===== src/core/ebe_regs.vh =====
// Register offsets, field positions and reset values of the endian and burst ROM control block.
// Included by ebe_ctrl, the checker and the testbench; defines only.
`ifndef EBE_REGS_VH
`define EBE_REGS_VH

`define EBE_OFS_ENDIAN      4'h0
`define EBE_OFS_BURST       4'h4
`define EBE_OFS_SRAMCTL     4'h8

`define EBE_ENDIAN_RST      8'h00
`define EBE_ENDIAN_WMASK    8'hfc
`define EBE_BURST_RST       16'h0000
`define EBE_BURST_WMASK     16'h03f3
`define EBE_SRAMCTL_RST     8'h00

`define EBE_A0_WORDS_LSB    8
`define EBE_A1_ROM_BIT      7
`define EBE_A1_LEN_LSB      4
`define EBE_A1_WORDS_LSB    0
`define EBE_A1_BYTECTL_BIT  1

`define EBE_SIZE_BYTE       2'h0
`define EBE_SIZE_WORD       2'h1
`define EBE_SIZE_LONG       2'h2

`endif


===== src/core/ebe_ctrl.v =====
// Endian select and burst ROM configuration registers with external byte lane sequencer.
// Assumes an Avalon-MM master on ref_clk_i and a single external bus cycle per step request.
// Functional notes
// RULE1: Areas 7 to 2 each have endian bit
// RULE2: Internal big endian; little only externally
// RULE3: Software keeps code and stack big endian
// RULE4: Endian low bits read zero, reset zero
// RULE5: Area 0 burst words four to 32
// RULE6: Area 1 burst ROM select, reset zero
// RULE7: Software clears byte-control SRAM bit first
// RULE8: Area 1 burst cycle length code plus one
// RULE9: Area 1 burst words four to 32
// RULE10: Little 8-bit space sends bytes LSB first
// RULE11: 16-bit space uses both byte lanes
// RULE12: Big endian even byte upper lane
// RULE13: Little endian even byte lower lane
// RULE14: Areas 0 and 1 always big endian
`timescale 1ns/1ps
`include "ebe_regs.vh"
module ebe_ctrl (
    // Clock and reset
    input  wire        ref_clk_i,
    input  wire        reset_n_i,
    // Avalon-MM slave
    input  wire [3:0]  avs_address_i,
    input  wire        avs_read_i,
    input  wire        avs_write_i,
    input  wire [31:0] avs_writedata_i,
    input  wire [3:0]  avs_byteenable_i,
    output reg  [31:0] avs_readdata_o,
    output reg         avs_waitrequest_o,
    // External access request
    input  wire        acc_start_i,
    input  wire [2:0]  acc_area_i,
    input  wire [1:0]  acc_size_i,
    input  wire        acc_addr0_i,
    input  wire        acc_bus16_i,
    input  wire [31:0] acc_wdata_i,
    output reg         acc_busy_o,
    // External data bus
    output reg  [15:0] ext_data_o,
    output reg         ext_upper_en_o,
    output reg         ext_lower_en_o,
    output reg         ext_cycle_o,
    // Burst ROM configuration
    output reg  [5:0]  a0_burst_max_words_o,
    output reg         a1_burst_rom_sel_o,
    output reg  [3:0]  a1_burst_cycles_o,
    output reg  [5:0]  a1_burst_max_words_o
);
    localparam ST_IDLE = 2'b01;
    localparam ST_RUN  = 2'b10;

    reg  [7:0]  area_endian_select;
    reg  [15:0] burst_rom_config;
    reg  [7:0]  sram_iface_control;
    reg         ack;
    reg  [1:0]  state;
    reg  [1:0]  step;
    reg         cur_little;
    reg         cur_bus16;
    reg  [1:0]  cur_size;
    reg         cur_addr0;
    reg  [31:0] cur_wdata;
    reg  [31:0] next_readdata;
    wire        access;
    wire        hit_endian;
    wire        hit_burst;
    wire        hit_sram;
    reg         area_little;
    wire [15:0] lane_data;
    wire        lane_upper;
    wire        lane_lower;
    wire [1:0]  lane_count;
    wire [15:0] burst_wmask;

    // Named register fields
    wire        area7_little_sel;
    wire        area6_little_sel;
    wire        area5_little_sel;
    wire        area4_little_sel;
    wire        area3_little_sel;
    wire        area2_little_sel;
    wire        a0_burst_words_hi;
    wire        a0_burst_words_lo;
    wire        a1_burst_rom_sel;
    wire        a1_burst_len_b2;
    wire        a1_burst_len_b1;
    wire        a1_burst_len_b0;
    wire        a1_burst_words_hi;
    wire        a1_burst_words_lo;
    // Write strobes
    wire        wr_endian;
    wire        wr_burst_lo;
    wire        wr_burst_hi;
    wire        wr_sram;
    // Decoded burst values
    reg  [5:0]  next_a0_words;
    reg  [5:0]  next_a1_words;
    reg  [3:0]  next_a1_cycles;

    assign access     = (avs_read_i | avs_write_i) & ~ack;
    assign hit_endian = avs_address_i == `EBE_OFS_ENDIAN;
    assign hit_burst  = avs_address_i == `EBE_OFS_BURST;
    assign hit_sram   = avs_address_i == `EBE_OFS_SRAMCTL;
    // Write strobes, one per register byte, each gated by its byte enable
    assign burst_wmask = `EBE_BURST_WMASK;
    assign wr_endian   = access & avs_write_i & hit_endian & avs_byteenable_i[0];
    assign wr_burst_lo = access & avs_write_i & hit_burst & avs_byteenable_i[0];
    assign wr_burst_hi = access & avs_write_i & hit_burst & avs_byteenable_i[1];
    assign wr_sram     = access & avs_write_i & hit_sram & avs_byteenable_i[0];

    // Field views of the stored registers
    assign area7_little_sel  = area_endian_select[7];                           // [RULE1]
    assign area6_little_sel  = area_endian_select[6];
    assign area5_little_sel  = area_endian_select[5];
    assign area4_little_sel  = area_endian_select[4];
    assign area3_little_sel  = area_endian_select[3];
    assign area2_little_sel  = area_endian_select[2];
    assign a0_burst_words_hi = burst_rom_config[`EBE_A0_WORDS_LSB+1];
    assign a0_burst_words_lo = burst_rom_config[`EBE_A0_WORDS_LSB];
    assign a1_burst_rom_sel  = burst_rom_config[`EBE_A1_ROM_BIT];
    assign a1_burst_len_b2   = burst_rom_config[`EBE_A1_LEN_LSB+2];
    assign a1_burst_len_b1   = burst_rom_config[`EBE_A1_LEN_LSB+1];
    assign a1_burst_len_b0   = burst_rom_config[`EBE_A1_LEN_LSB];
    assign a1_burst_words_hi = burst_rom_config[`EBE_A1_WORDS_LSB+1];
    assign a1_burst_words_lo = burst_rom_config[`EBE_A1_WORDS_LSB];

    // Areas without a select bit stay big endian
    always @* begin
        area_little = 1'b0;
        case (acc_area_i)
            3'h7:    area_little = area7_little_sel;                            // [RULE1]
            3'h6:    area_little = area6_little_sel;
            3'h5:    area_little = area5_little_sel;
            3'h4:    area_little = area4_little_sel;
            3'h3:    area_little = area3_little_sel;
            3'h2:    area_little = area2_little_sel;
            default: area_little = 1'b0;                                        // [RULE14]
        endcase
    end

    // Burst words double per code step; cycles are code plus one
    always @* begin
        next_a0_words  = 6'h04;
        next_a1_words  = 6'h04;
        next_a1_cycles = {1'b0, a1_burst_len_b2, a1_burst_len_b1, a1_burst_len_b0} + 4'h1; // [RULE8]
        case ({a0_burst_words_hi, a0_burst_words_lo})
            2'h0:    next_a0_words = 6'h04;                                     // [RULE5]
            2'h1:    next_a0_words = 6'h08;
            2'h2:    next_a0_words = 6'h10;
            default: next_a0_words = 6'h20;
        endcase
        case ({a1_burst_words_hi, a1_burst_words_lo})
            2'h0:    next_a1_words = 6'h04;                                     // [RULE9]
            2'h1:    next_a1_words = 6'h08;
            2'h2:    next_a1_words = 6'h10;
            default: next_a1_words = 6'h20;
        endcase
    end

    always @* begin
        next_readdata = 32'h0000_0000;
        case (avs_address_i)
            `EBE_OFS_ENDIAN: begin
                next_readdata[7:0] = {area7_little_sel, area6_little_sel, area5_little_sel,
                                      area4_little_sel, area3_little_sel, area2_little_sel, 2'b00}; // [RULE4]
            end
            `EBE_OFS_BURST: begin
                next_readdata[15:0] = burst_rom_config & burst_wmask;
            end
            `EBE_OFS_SRAMCTL: begin
                next_readdata[7:0] = sram_iface_control;
            end
            default: begin
                next_readdata = 32'h0000_0000;
            end
        endcase
    end

    // One wait state per access; unmapped reads return zero, writes dropped
    always @(posedge ref_clk_i or negedge reset_n_i) begin
        if (!reset_n_i) begin
            ack               <= 1'b0;
            avs_waitrequest_o <= 1'b1;
            avs_readdata_o    <= 32'h0000_0000;
        end else begin
            ack               <= access;
            avs_waitrequest_o <= ~access;
            if (access && avs_read_i) begin
                avs_readdata_o <= next_readdata;
            end
        end
    end

    // Register storage
    always @(posedge ref_clk_i or negedge reset_n_i) begin
        if (!reset_n_i) begin
            area_endian_select <= `EBE_ENDIAN_RST;                               // [RULE4]
            burst_rom_config   <= `EBE_BURST_RST;                                // [RULE6]
            sram_iface_control <= `EBE_SRAMCTL_RST;
        end else begin
            if (wr_endian) begin
                area_endian_select <= avs_writedata_i[7:0] & `EBE_ENDIAN_WMASK; // [RULE4]
            end
            if (wr_burst_lo) begin
                burst_rom_config[7:0] <= avs_writedata_i[7:0] & burst_wmask[7:0];
            end
            if (wr_burst_hi) begin
                burst_rom_config[15:8] <= avs_writedata_i[15:8] & burst_wmask[15:8];
            end
            if (wr_sram) begin
                sram_iface_control <= avs_writedata_i[7:0];
            end
        end
    end

    // Decoded burst configuration
    always @(posedge ref_clk_i or negedge reset_n_i) begin
        if (!reset_n_i) begin
            a0_burst_max_words_o <= 6'h04;
            a1_burst_rom_sel_o   <= 1'b0;
            a1_burst_cycles_o    <= 4'h1;
            a1_burst_max_words_o <= 6'h04;
        end else begin
            a0_burst_max_words_o <= next_a0_words;                              // [RULE5]
            a1_burst_rom_sel_o   <= a1_burst_rom_sel;                           // [RULE6]
            a1_burst_cycles_o    <= next_a1_cycles;                             // [RULE8]
            a1_burst_max_words_o <= next_a1_words;                              // [RULE9]
        end
    end

    ebe_lane_steer u_lane (
        .little_i   (cur_little),
        .bus16_i    (cur_bus16),
        .size_i     (cur_size),
        .addr0_i    (cur_addr0),
        .step_i     (step),
        .wdata_i    (cur_wdata),
        .bus_data_o (lane_data),
        .upper_en_o (lane_upper),
        .lower_en_o (lane_lower),
        .count_o    (lane_count)
    );

    // Access capture while idle
    always @(posedge ref_clk_i or negedge reset_n_i) begin
        if (!reset_n_i) begin
            cur_little <= 1'b0;
            cur_bus16  <= 1'b0;
            cur_size   <= 2'h0;
            cur_addr0  <= 1'b0;
            cur_wdata  <= 32'h0000_0000;
        end else if ((state == ST_IDLE) && acc_start_i) begin
            cur_little <= area_little;                                          // [RULE2]
            cur_bus16  <= acc_bus16_i;
            cur_size   <= acc_size_i;
            cur_addr0  <= acc_addr0_i;
            cur_wdata  <= acc_wdata_i;
        end
    end

    // Bus cycle sequencer: one external cycle per clock
    always @(posedge ref_clk_i or negedge reset_n_i) begin
        if (!reset_n_i) begin
            state          <= ST_IDLE;
            step           <= 2'h0;
            acc_busy_o     <= 1'b0;
            ext_data_o     <= 16'h0000;
            ext_upper_en_o <= 1'b0;
            ext_lower_en_o <= 1'b0;
            ext_cycle_o    <= 1'b0;
        end else begin
            case (state)
                ST_IDLE: begin
                    ext_cycle_o    <= 1'b0;
                    ext_upper_en_o <= 1'b0;
                    ext_lower_en_o <= 1'b0;
                    if (acc_start_i) begin
                        step       <= 2'h0;
                        acc_busy_o <= 1'b1;
                        state      <= ST_RUN;
                    end
                end
                ST_RUN: begin
                    ext_cycle_o    <= 1'b1;
                    ext_data_o     <= lane_data;
                    ext_upper_en_o <= lane_upper;
                    ext_lower_en_o <= lane_lower;
                    if (step == lane_count) begin                               // [RULE10]
                        acc_busy_o <= 1'b0;
                        state      <= ST_IDLE;
                    end else begin
                        step <= step + 2'h1;
                    end
                end
                default: begin
                    state <= ST_IDLE;
                end
            endcase
        end
    end
endmodule


===== src/core/ebe_lane_steer.v =====
// Byte lane steering for one external bus cycle.
// Assumes the access size, area endian and bus width are stable while the cycle is stepped.
`timescale 1ns/1ps
module ebe_lane_steer (
    // Access description
    input  wire        little_i,
    input  wire        bus16_i,
    input  wire [1:0]  size_i,
    input  wire        addr0_i,
    input  wire [1:0]  step_i,
    input  wire [31:0] wdata_i,
    // Lane result
    output reg  [15:0] bus_data_o,
    output reg         upper_en_o,
    output reg         lower_en_o,
    output reg  [1:0]  count_o
);
    reg [7:0] sel_byte;
    reg [1:0] idx;

    always @* begin
        idx        = 2'h0;
        sel_byte   = 8'h00;
        bus_data_o = 16'h0000;
        upper_en_o = 1'b0;
        lower_en_o = 1'b0;
        count_o    = 2'h0;
        if (!bus16_i) begin
            // 8-bit space: one byte per cycle
            case (size_i)
                `EBE_SIZE_BYTE: count_o = 2'h0;
                `EBE_SIZE_WORD: count_o = 2'h1;
                default:        count_o = 2'h3;
            endcase
            if (little_i) begin
                idx = step_i;                                  // [RULE10]
            end else begin
                idx = count_o - step_i;                        // [RULE2]
            end
            case (idx)
                2'h0:    sel_byte = wdata_i[7:0];
                2'h1:    sel_byte = wdata_i[15:8];
                2'h2:    sel_byte = wdata_i[23:16];
                default: sel_byte = wdata_i[31:24];
            endcase
            bus_data_o = {8'h00, sel_byte};
            lower_en_o = 1'b1;
        end else begin
            // 16-bit space: one byte or one word per cycle [RULE11]
            if (size_i == `EBE_SIZE_BYTE) begin
                count_o = 2'h0;
                if (addr0_i ^ little_i) begin
                    lower_en_o = 1'b1;                         // [RULE12] [RULE13]
                    bus_data_o = {8'h00, wdata_i[7:0]};
                end else begin
                    upper_en_o = 1'b1;                         // [RULE12] [RULE13]
                    bus_data_o = {wdata_i[7:0], 8'h00};
                end
            end else begin
                count_o    = (size_i == `EBE_SIZE_WORD) ? 2'h0 : 2'h1;
                upper_en_o = 1'b1;
                lower_en_o = 1'b1;
                // Big endian sends the upper half first, little the lower half
                if (size_i == `EBE_SIZE_WORD) begin
                    idx = 2'h0;
                end else if (little_i) begin
                    idx = step_i;                                      // [RULE13]
                end else begin
                    idx = 2'h1 - step_i;                               // [RULE12]
                end
                if (idx == 2'h0) begin
                    bus_data_o = wdata_i[15:0];
                end else begin
                    bus_data_o = wdata_i[31:16];
                end
            end
        end
    end
endmodule


===== config.mk =====
export PLATFORM = sky130hd
export DESIGN_NAME = ebe_ctrl
export DESIGN_NICKNAME = d
export VERILOG_FILES = /design/src/core/ebe_ctrl.v /design/src/core/ebe_lane_steer.v
export VERILOG_INCLUDE_DIRS = /design/src /design/src/core
export SDC_FILE = /design/constraint.sdc
export NUM_CORES = 1
export LEC_CHECK = 0
export BUFFER_PORTS_ARGS = -buffer_cell sky130_fd_sc_hd__buf_2
export CORE_MARGIN = 4
export CORE_UTILIZATION = 45
export CTS_CLUSTER_DIAMETER = 40
export CTS_CLUSTER_SIZE = 8
export DETAILED_ROUTE_END_ITERATION = 8
export GPL_TIMING_DRIVEN = 0
export PLACE_DENSITY = 0.73
export SETUP_SLACK_MARGIN = 0.4
export SLEW_MARGIN = 20
export SYNTH_ARGS = -nofsm -noshare
export SYNTH_HDL_FRONTEND = slang
export SYNTH_SLANG_ARGS = --single-unit
export TNS_END_PERCENT = 10

===== constraint.sdc =====
create_clock -name ref_clk_i -period 2.1 [get_ports ref_clk_i]
set_input_delay 0.42 -clock ref_clk_i [delete_from_list [all_inputs] [get_ports ref_clk_i]]
set_output_delay 0.42 -clock ref_clk_i [all_outputs]
set_load 0.005 [all_outputs]

; Word-level counts from Yosys, hierarchy flattened
; Cells that the tools add are included.
[classes]
n_addsub = 4
n_eq_ne = 21
muxes = 39
n_bitwise = 13
reduce_logical = 12
[ops]
columns = operator, count
row1 = 2-to-1 mux 16 bit, 4
row2 = case mux 8 bit (3 select lines), 2
row3 = case mux 6 bit (3 select lines), 2
row4 = 2-to-1 mux 2 bit, 14
row5 = "== test 3 bit, second input constant", 4
row6 = case mux 2 bit (2 select lines), 3
row7 = "== test 2 x 1 -> 1 bit, second input constant", 5
row8 = zero test 2 bit, 5
row9 = bitwise AND 1 bit, 9
row10 = 2-to-1 mux 1 bit, 9
row11 = "== test 2 bit, second input constant", 4
row12 = case mux 1 bit (2 select lines), 4
row13 = "== test 3 x 2 -> 1 bit, second input constant", 2
row14 = "inequality test 2 bit, second input constant", 3
row15 = case mux 1 bit (6 select lines), 1
row16 = AND reduction 3 bit, 2
row17 = "adder 3 x 1 -> 4 bit, second input constant", 1
row18 = "== test 4 x 3 -> 1 bit, second input constant", 1
row19 = "== test 4 bit, second input constant", 1
row20 = zero test 4 bit, 1
row21 = "adder 2 x 1 -> 2 bit, second input constant", 1
row22 = == test 2 bit, 1
row23 = logical AND 1 bit, 2
row24 = NOT 1 bit, 2
row25 = other kinds (6), 6
[totals]
register_bits = 118
out_inout_bits = 70
elab_cells = 112

; Depth between registers and ports, before layout
; Gate-level depths: netlist of run 1.
[depth]
word_depth = 9
depth_mapped = 8
mapped_depth_nobuf = 6

; Modules after synthesis
; From an unflattened synthesis of run 1, not the netlist that was laid out.
[hier_totals]
cells_unflattened = 451
hier_area_um2 = 5323.9
[by_module_without_submodules]
columns = mod, instances, cells_per_inst, area_each_um2
row1 = ebe_ctrl, 1, 331, 4556.9
row2 = ebe_lane_steer, 1, 120, 767.0

; Worst setup path after synthesis of run 1
; Ideal clock, no wire load.
[synth_path]
kind = flip-flop to flip-flop
start = reg cur_size[1]
end = reg ext_data_o[4]
setup_time_ns = 0.142
arrival_ns = 1.955
t_required_ns = 1.958
path_slack_ns = 0.003
path_stages_with_launch = 9
n_path_buf = 2
synth_period_minus_slack_ns = 2.097
cell_sequence = dfrtp_1 -> buf_6 -> nor2_1 -> ha_1 -> nor2b_1 -> clkbuf_1 -> o211a_1 -> nor4_1 -> o221ai_1
[synth_via]
elab_chain_cells = 9
word_cells_on_any_way = 18
classes_between = add/sub: 1 / eq/ne: 3 / mux: 11 / reduce/logical: 3
[synth_rtl]
columns = item, line
row1 = from (decl), ebe_ctrl.v:62  ; reg [1:0] cur_size;
row2 = from (signal assigned), ebe_ctrl.v:257  ; cur_size <= acc_size_i;
row3 = == test 2 x 1 -> 1 bit / zero test 2 bit (equally long branches), ebe_lane_steer.v:30  ; case (size_i)
row4 = case mux 2 bit (2 select lines), ebe_lane_steer.v:30
row5 = 2-to-1 mux 2 bit, ebe_lane_steer.v:28  ; if (!bus16_i) begin
row6 = subtractor 2 bit, ebe_lane_steer.v:38  ; idx = count_o - step_i;
row7 = 2-to-1 mux 2 bit, ebe_lane_steer.v:35  ; if (little_i) begin
row8 = 2-to-1 mux 2 bit, ebe_lane_steer.v:28
row9 = "== test 2 bit, or another cell as far along", ebe_lane_steer.v:40  ; case (idx)
row10 = case mux 8 bit (3 select lines), ebe_lane_steer.v:40
row11 = 2-to-1 mux 16 bit (*), ebe_lane_steer.v:28
row12 = to (signal assigned), ebe_ctrl.v:287  ; ext_data_o <= lane_data;
row13 = to (decl), ebe_ctrl.v:41  ; output reg [15:0] ext_data_o,
; Every way passes the cells marked *; elsewhere a longest branch is shown, timed or not. The select of a mux whose other input is x is not followed.
; A chain may end at the register's enable or synchronous reset.

; Final worst setup path of run 1
; Ends and elaborated chain as after synthesis.

==> impl_metrics.py, run 1 <==
metrics = {
    "sta": {
        "setup_ws_ns": 0.168,
        "worst_pin_slew_ns": 0.665,
        "slew_headroom": 0.554,
        "period_share": 0.920,
        "timing_hold_violations_final": 0,
        "clock.fmax_mhz": 518,
        "grt_setup_unrepaired": "yes",
        "fin_skew_ns": 0.0149,
        "setup_viol": 0,
        "min_period_ns": 1.93,
        "drv_slew": 0,
    },
    "detailed_routing": {
        "routed_wl_mm": 15.7,
        "drc": 0,
        "drt_iter0_drc": 339,
        "dr.pass1.iters": 5,
        "post_drt_wl_per_cell_um": 18.6,
        "postRouteAntennaNets": 0,
        "vias_per_cell": 5.53,
        "dr_total_vias": 4658,
    },
    "logic_synthesis": {
        "async_flop_share": 1.00,
        "yosysTopAreaCellShare": 0.449,
        "synth-edff-count": 0,
        "synthFlopType": "dfrtp_1",
        "synthCells": 507,
        "syn_area_sq_um": 5740,
        "ys_seq_elements": 108,
        "synth_top_area_cell": "dfrtp_1",
        "syn_area_per_cell_sq_um": 11.3,
        "synth.most_common_cell": "dfrtp_1",
        "ys_warn_count": 0,
        "netlist_top_cells_count": "dfrtp_1 (103), mux2_2 (50), buf_4 (28)",
        "synth_cell_types": 71,
        "synth_area_leaders": "dfrtp_1 (45%), mux2_2 (9.8%), buf_4 (3.7%)",
        "ys_seq_area_frac": 0.472,
    },
    "hold_path": {
        "whs_endpoint": "burst_rom_config[8]",
        "hold_depth": 2,
        "min_from": "avs_writedata_i[8]",
        "min_path_type": "in -> reg",
    },
    "clocking": {
        "htree_num_levels": 3,
        "clkSinkCount": 108,
        "clockRootBuffer": "clkbuf_16",
        "clkLatencyLatePin_ns": 0.36,
        "clock_path_buffers": 2,
        "clkTransAtPathRegs_ns": 0.09,
        "numCtsBuffers": 9,
        "cts_tree": "done",
    },
    "power": {
        "ir_drop_v": 0.000636,
        "power.leakage_nw": 3.46,
        "power_density_nw_per_um2": 1350,
    },
    "worst_setup_path": {
        "path_class": "reg -> reg",
        "crit_path_start_kind": "register",
        "cp-end-kind": "register",
        "cpPeakStageDelay_ns": 0.41,
        "crit_chain": "buf_8, nor2_4, ha_4, nor2b_4, buf_8, o211a_1, nor4_2, o221ai_1",
        "r2r_slack_ns": 0.17,
        "critPathSlowestCell": "dfrtp_1",
        "rr_endpoint": "ext_data_o[4]",
        "worst-path-max-fanout": 7,
        "worst-r2r-cell-count": 8,
        "crit_top_cell": "buf_8",
        "cp_data_arrival_time_ns": 2.14,
        "reg2reg_from": "cur_size[1]",
        "required_ns": 2.31,
    },
    "cells_and_area": {
        "final_area_sq_um": 7340,
        "stdcell_count": 843,
        "diodes": 0,
        "fin_nets": 754,
        "drive_above_1_share": 0.428,
        "synthToLayoutAreaGrowth_pct": 27.7,
        "nFillCells": 1073,
    },
    "global_routing": {
        "grt_usage": 0.217,
        "grt_pass1_vias": 4713,
        "antenna_found_initial": 1,
        "grt_pass1_wl_mm": 24.7,
        "grt_max_degree": 72,
        "grt_overflow": 0,
    },
    "die": {
        "start_util": 0.457,
        "io_pins": 154,
        "rows": 41,
        "die_h_um": 121,
        "floorplan.die_area_sq_um": 14600,
        "core_area_sq_um": 12600,
        "die_w_um": 121,
    },
    "run": {
        "cap_viol_max_count": 0,
    },
    "place": {
        "placedCellCount": 808,
        "dpl_worst_slack_ns": -0.196,
        "dpl_cell_area_sq_um": 6640,
        "io_buffers": 103,
        "hpwl_mm": 11.2,
        "place_congestion": 0.967,
    },
    "status": {
        "status": "completed",
    },
}
## where the power goes
part           leakage (nW)  internal, mW  switching, mW
Sequential             1.36          2.77          0.678
Clock                 0.149         0.871          0.824
Combinational          1.95          2.32           2.47
Total                  3.46          5.96           3.98
## cells by family (layout without fill, tap and decap cells)
kind of cell / count (synthesis) / in the layout / share of synthesized area
adders and majority gates: 4 / 4 / 0.00871
muxes: 80 / 80 / 0.155
buffers and inverters: 75 / 214 / 0.0741
and+or+nand+nor: 120 / 120 / 0.128
other: 1 / 26 / 0.000653
AOI/OAI and AO/OA: 113 / 113 / 0.147
xor gates and xnor gates: 6 / 6 / 0.0155
DFF: 108 / 108 / 0.472
## metal layers
| metal | vias to the layer above | routed length, um | part of all wire | GRT usage |
|---|---|---|---|---|
| met5 | - | 7 | 0.00045 | 0 |
| met4 | 2 | 383 | 0.024 | 0.0800 |
| met3 | 43 | 1300 | 0.083 | 0.0601 |
| met2 | 208 | 8000 | 0.51 | 0.373 |
| met1 | 2270 | 6010 | 0.38 | 0.261 |
| li1 | 2135 | - | - | - |
## per-stage QoR
stage / hold slack [ns] / setup TNS (ns) / power (mW) / utilization
6_report: 0.276 / 0 / 9.94 / 0.584
5_1_grt: 0.274 / 0 / 10.5 / 0.584
4_1_cts: 0.267 / 0 / 9.61 / 0.574
3_5_place_dp: 0.342 / -1.01 / 7.43 / 0.528
3_3_place_gp: 0.387 / -53.55 / 7.25 / 0.526
2_1_floorplan: 0.124 / 0 / 6.12 / -
## worst max-delay path by stage
| stage | startpoint | to | cells after the start |
|---|---|---|---|
| finish | cur_size[1] | ext_data_o[4] | 8 |
| global route | cur_size[1] | ext_data_o[4] | 8 |
| CTS | cur_little | ext_data_o[9] | 5 |
| detailed placement | cur_size[1] | ext_data_o[5] | 8 |
| global placement | reset_n_i | cur_size[0] | 1 |
| floorplan | cur_size[1] | ext_data_o[4] | 8 |
## repair_timing
item	CTS	global route
setup endpoints to repair	46	57
endpoints found under the hold margin	36	0
resized for setup	36	13
gates cloned	1	0
buffers inserted	11	6
hold buffers	1	0
pin swaps	12	5
## flip-flops by register name (all words and copies together), names as in the netlist, 2 cells and up
register / flops
a1_burst_cycles_o: 4
state: 2
avs_readdata_o: 10
cur_wdata: 32
step: 2
sram_iface_control: 8
a0_burst_max_words_o: 4
cur_size: 2
a1_burst_max_words_o: 4
ext_data_o: 16
area_endian_select: 6
burst_rom_config: 8
## final cells by class
type | instances | area [sq um] | share of cell area
Multi-Input combinational cell | 349 | 2890 | 0.394
Sequential cell | 108 | 2710 | 0.369
Timing Repair Buffer | 123 | 733 | 0.0999
Buffer | 60 | 429 | 0.0585
Clock buffer | 10 | 239 | 0.0326
Tap cell | 172 | 215 | 0.0293
Clock inverter | 6 | 62.6 | 0.00853
Inverter | 15 | 56.3 | 0.00767
## cells in the final DEF (no fill, tap or decap), types with 18 or more instances in the layout
| master | count |
|---|---|
| buf_2 | 115 |
| dfrtp_1 | 101 |
| mux2_2 | 50 |
| buf_4 | 42 |
| conb_1 | 26 |
| nor2b_1 | 24 |
| nand2_1 | 20 |
| mux2i_1 | 18 |
## worst max-delay path: cells and delay by family, from the launching register on
family	cells	cell delay (ns)
fa+ha+maj	1	0.22
buf+inv	2	0.28
flops	1	0.41
simple gates	3	0.52
compound gates	2	0.36
Power figures use the tool's default switching activity.
==> run 2: changes to the inputs <==
- CORE_UTILIZATION: 45 -> 40
- PLACE_DENSITY: 0.73 -> 0.67
- SYNTH_HIERARCHICAL: unset -> 1
==> impl_metrics.py, run 2 <==
metrics = {
    "clocking": {
        "clock_path_buffers": 2,
        "htree_num_levels": 3,
        "clkTransAtPathRegs_ns": 0.08,
        "postCtsHoldBufs": 0,
        "clkSinkCount": 108,
        "cts_tree": "done",
        "clkLatencyLatePin_ns": 0.36,
        "numCtsBuffers": 9,
        "clockRootBuffer": "clkbuf_16",
    },
    "worst_setup_path": {
        "worst-path-max-fanout": 9,
        "cp-end-kind": "register",
        "r2r_slack_ns": -0.26,
        "rr_endpoint": "ext_data_o[1]",
        "worst-r2r-cell-count": 11,
        "cp_data_arrival_time_ns": 2.60,
        "path_class": "reg -> reg",
        "reg2reg_from": "cur_size[1]",
        "crit_path_start_kind": "register",
        "required_ns": 2.34,
    },
    "die": {
        "rows": 41,
        "start_util": 0.415,
        "die_w_um": 123,
        "floorplan.die_area_sq_um": 15200,
        "core_area_sq_um": 12800,
        "io_pins": 154,
        "die_h_um": 123,
    },
    "logic_synthesis": {
        "synth.most_common_cell": "dfrtp_1",
        "synthCells": 451,
        "ys_seq_elements": 108,
        "syn_area_per_cell_sq_um": 11.8,
        "yosysTopAreaCellShare": 0.484,
        "synth_area_leaders": "dfrtp_1 (48%), mux2_2 (15%), buf_4 (4.1%)",
        "async_flop_share": 1.00,
        "synth-edff-count": 0,
        "netlist_top_cells_count": "dfrtp_1 (103), mux2_2 (72), buf_4 (29)",
        "synth_top_area_cell": "dfrtp_1",
        "ys_seq_area_frac": 0.509,
        "syn_area_sq_um": 5320,
        "synthFlopType": "dfrtp_1",
        "ys_warn_count": 6,
        "synth_cell_types": 56,
    },
    "sta": {
        "slew_headroom": 0.371,
        "setup_viol": 12,
        "min_period_ns": 2.36,
        "timing_hold_violations_final": 2,
        "tns_ns": -1.92,
        "fin_skew_ns": 0.0126,
        "whs_ns": -0.00674,
        "setup_ws_ns": -0.261,
        "clock.fmax_mhz": 424,
        "grt_setup_unrepaired": "yes",
        "drv_slew": 0,
        "worst_pin_slew_ns": 0.935,
        "period_share": 1.12,
    },
    "global_routing": {
        "grt_pass1_wl_mm": 20.6,
        "grt_pass1_vias": 3965,
        "grt_max_degree": 63,
        "grt_usage": 0.176,
        "antenna_found_initial": 1,
        "grt_overflow": 0,
    },
    "power": {
        "power.leakage_nw": 3.27,
        "ir_drop_v": 0.000741,
        "power_density_nw_per_um2": 1400,
    },
    "cells_and_area": {
        "drive_above_1_share": 0.470,
        "regMostFlops": "cur_wdata",
        "utilization": 0.530,
        "largestRegisters": "cur_wdata x32, ext_data_o x16, avs_readdata_o x10",
        "largest_reg_flops": 32,
        "diodes": 0,
        "stdcell_count": 776,
        "fin_nets": 687,
        "synthToLayoutAreaGrowth_pct": 27.6,
        "final_cell_mix": "buf_2 (101), dfrtp_1 (101), mux2_2 (64)",
    },
    "detailed_routing": {
        "postRouteAntennaNets": 0,
        "drt_iter0_drc": 303,
        "routed_wl_mm": 12.9,
        "drc": 0,
        "dr.pass1.iters": 4,
        "dr_total_vias": 3887,
        "post_drt_wl_per_cell_um": 16.6,
        "vias_per_cell": 5.01,
    },
    "hold_path": {
        "min_path_type": "in -> async",
    },
    "place": {
        "hpwl_mm": 9.53,
        "io_buffers": 101,
        "dpl_worst_slack_ns": -0.355,
        "place_congestion": 0.840,
        "placedCellCount": 750,
    },
    "status": {
        "status": "complete, but fails checks",
        "violations": "negative hold slack, negative setup slack",
    },
    "run": {
        "cap_viol_max_count": 0,
    },
}
==> run 2: logic make-up (layout without fill, tap and decap cells) <==
group | count (synthesis) | after routing | synth area share
simple gates | 91 | 91 | 0.0949
mux | 91 | 91 | 0.196
other cells | 1 | 26 | 0.000704
xor+xnor | 6 | 6 | 0.00987
compound gates | 88 | 88 | 0.109
fa+ha+maj | 4 | 4 | 0.00940
buf+inv | 62 | 190 | 0.0714
flops | 108 | 108 | 0.509
==> run 2: how the worst max path moves through the flow <==
stage / from / to / slack, ns / cells past startpoint
floorplan: cur_size[1] / ext_data_o[0] / -0.1 / 11
global placement: reset_n_i / cur_size[0] / -0.78 / 1
detailed placement: step[0] / ext_data_o[5] / -0.36 / 8
CTS: cur_size[1] / ext_data_o[1] / -0.24 / 10
global route: cur_size[1] / ext_data_o[6] / -0.33 / 11
finish: cur_size[1] / ext_data_o[1] / -0.26 / 11
==> run 2: through the flow <==
step                      cell area [sq um]  power (mW)
after floorplan                        5510        6.13
after global placement                 6230        7.08
after detailed placement               6260        7.23
after CTS                              6700        9.35
after global routing                   6790        10.1
final                                  6790        9.48
==> run 2: layer usage <==
layer	share of wire	GRT usage	up-vias
li1	-	-	1858
met1	0.41	0.211	1888
met2	0.51	0.305	126
met3	0.071	0.0622	13
met4	0.0083	0.0346	2
met5	0.0010	0	-
==> run 2: critical path, stage by stage, from the launching register on <==
cell and delay [ns]:
dfrtp_1 0.39, buf_6 0.12, nor2_4 0.10, ha_4 0.14
xnor2_2 0.09, or3_1 0.34, buf_6 0.14, and2_4 0.16
buf_12 0.14, o32ai_4 0.27, nor3_2 0.08, mux2_4 0.27
==> run 2: where the power goes <==
| group | internal (mW) | total (mW) | switching, mW |
|---|---|---|---|
| Combinational | 2.21 | 4.41 | 2.20 |
| Sequential | 2.79 | 3.35 | 0.561 |
| Clock | 0.932 | 1.72 | 0.791 |
==> run 2: final cells by class <==
type,instances,area [sq um]
buffer,43,339
clock buffer,9,225
clock inverter,7,73.8
fill,1122,6030
inverter,19,71.3
multi-input combinational,306,2540
sequential,108,2710
tap,172,215
timing repair buffer,112,614
==> run 2: what timing repair did <==
action                                 4_1_cts  5_1_grt
gates resized for setup                     21       18
endpoints found under the hold margin        0        0
setup buffers                                7        3
setup endpoints to repair                   56       59
pin swaps                                    5        2
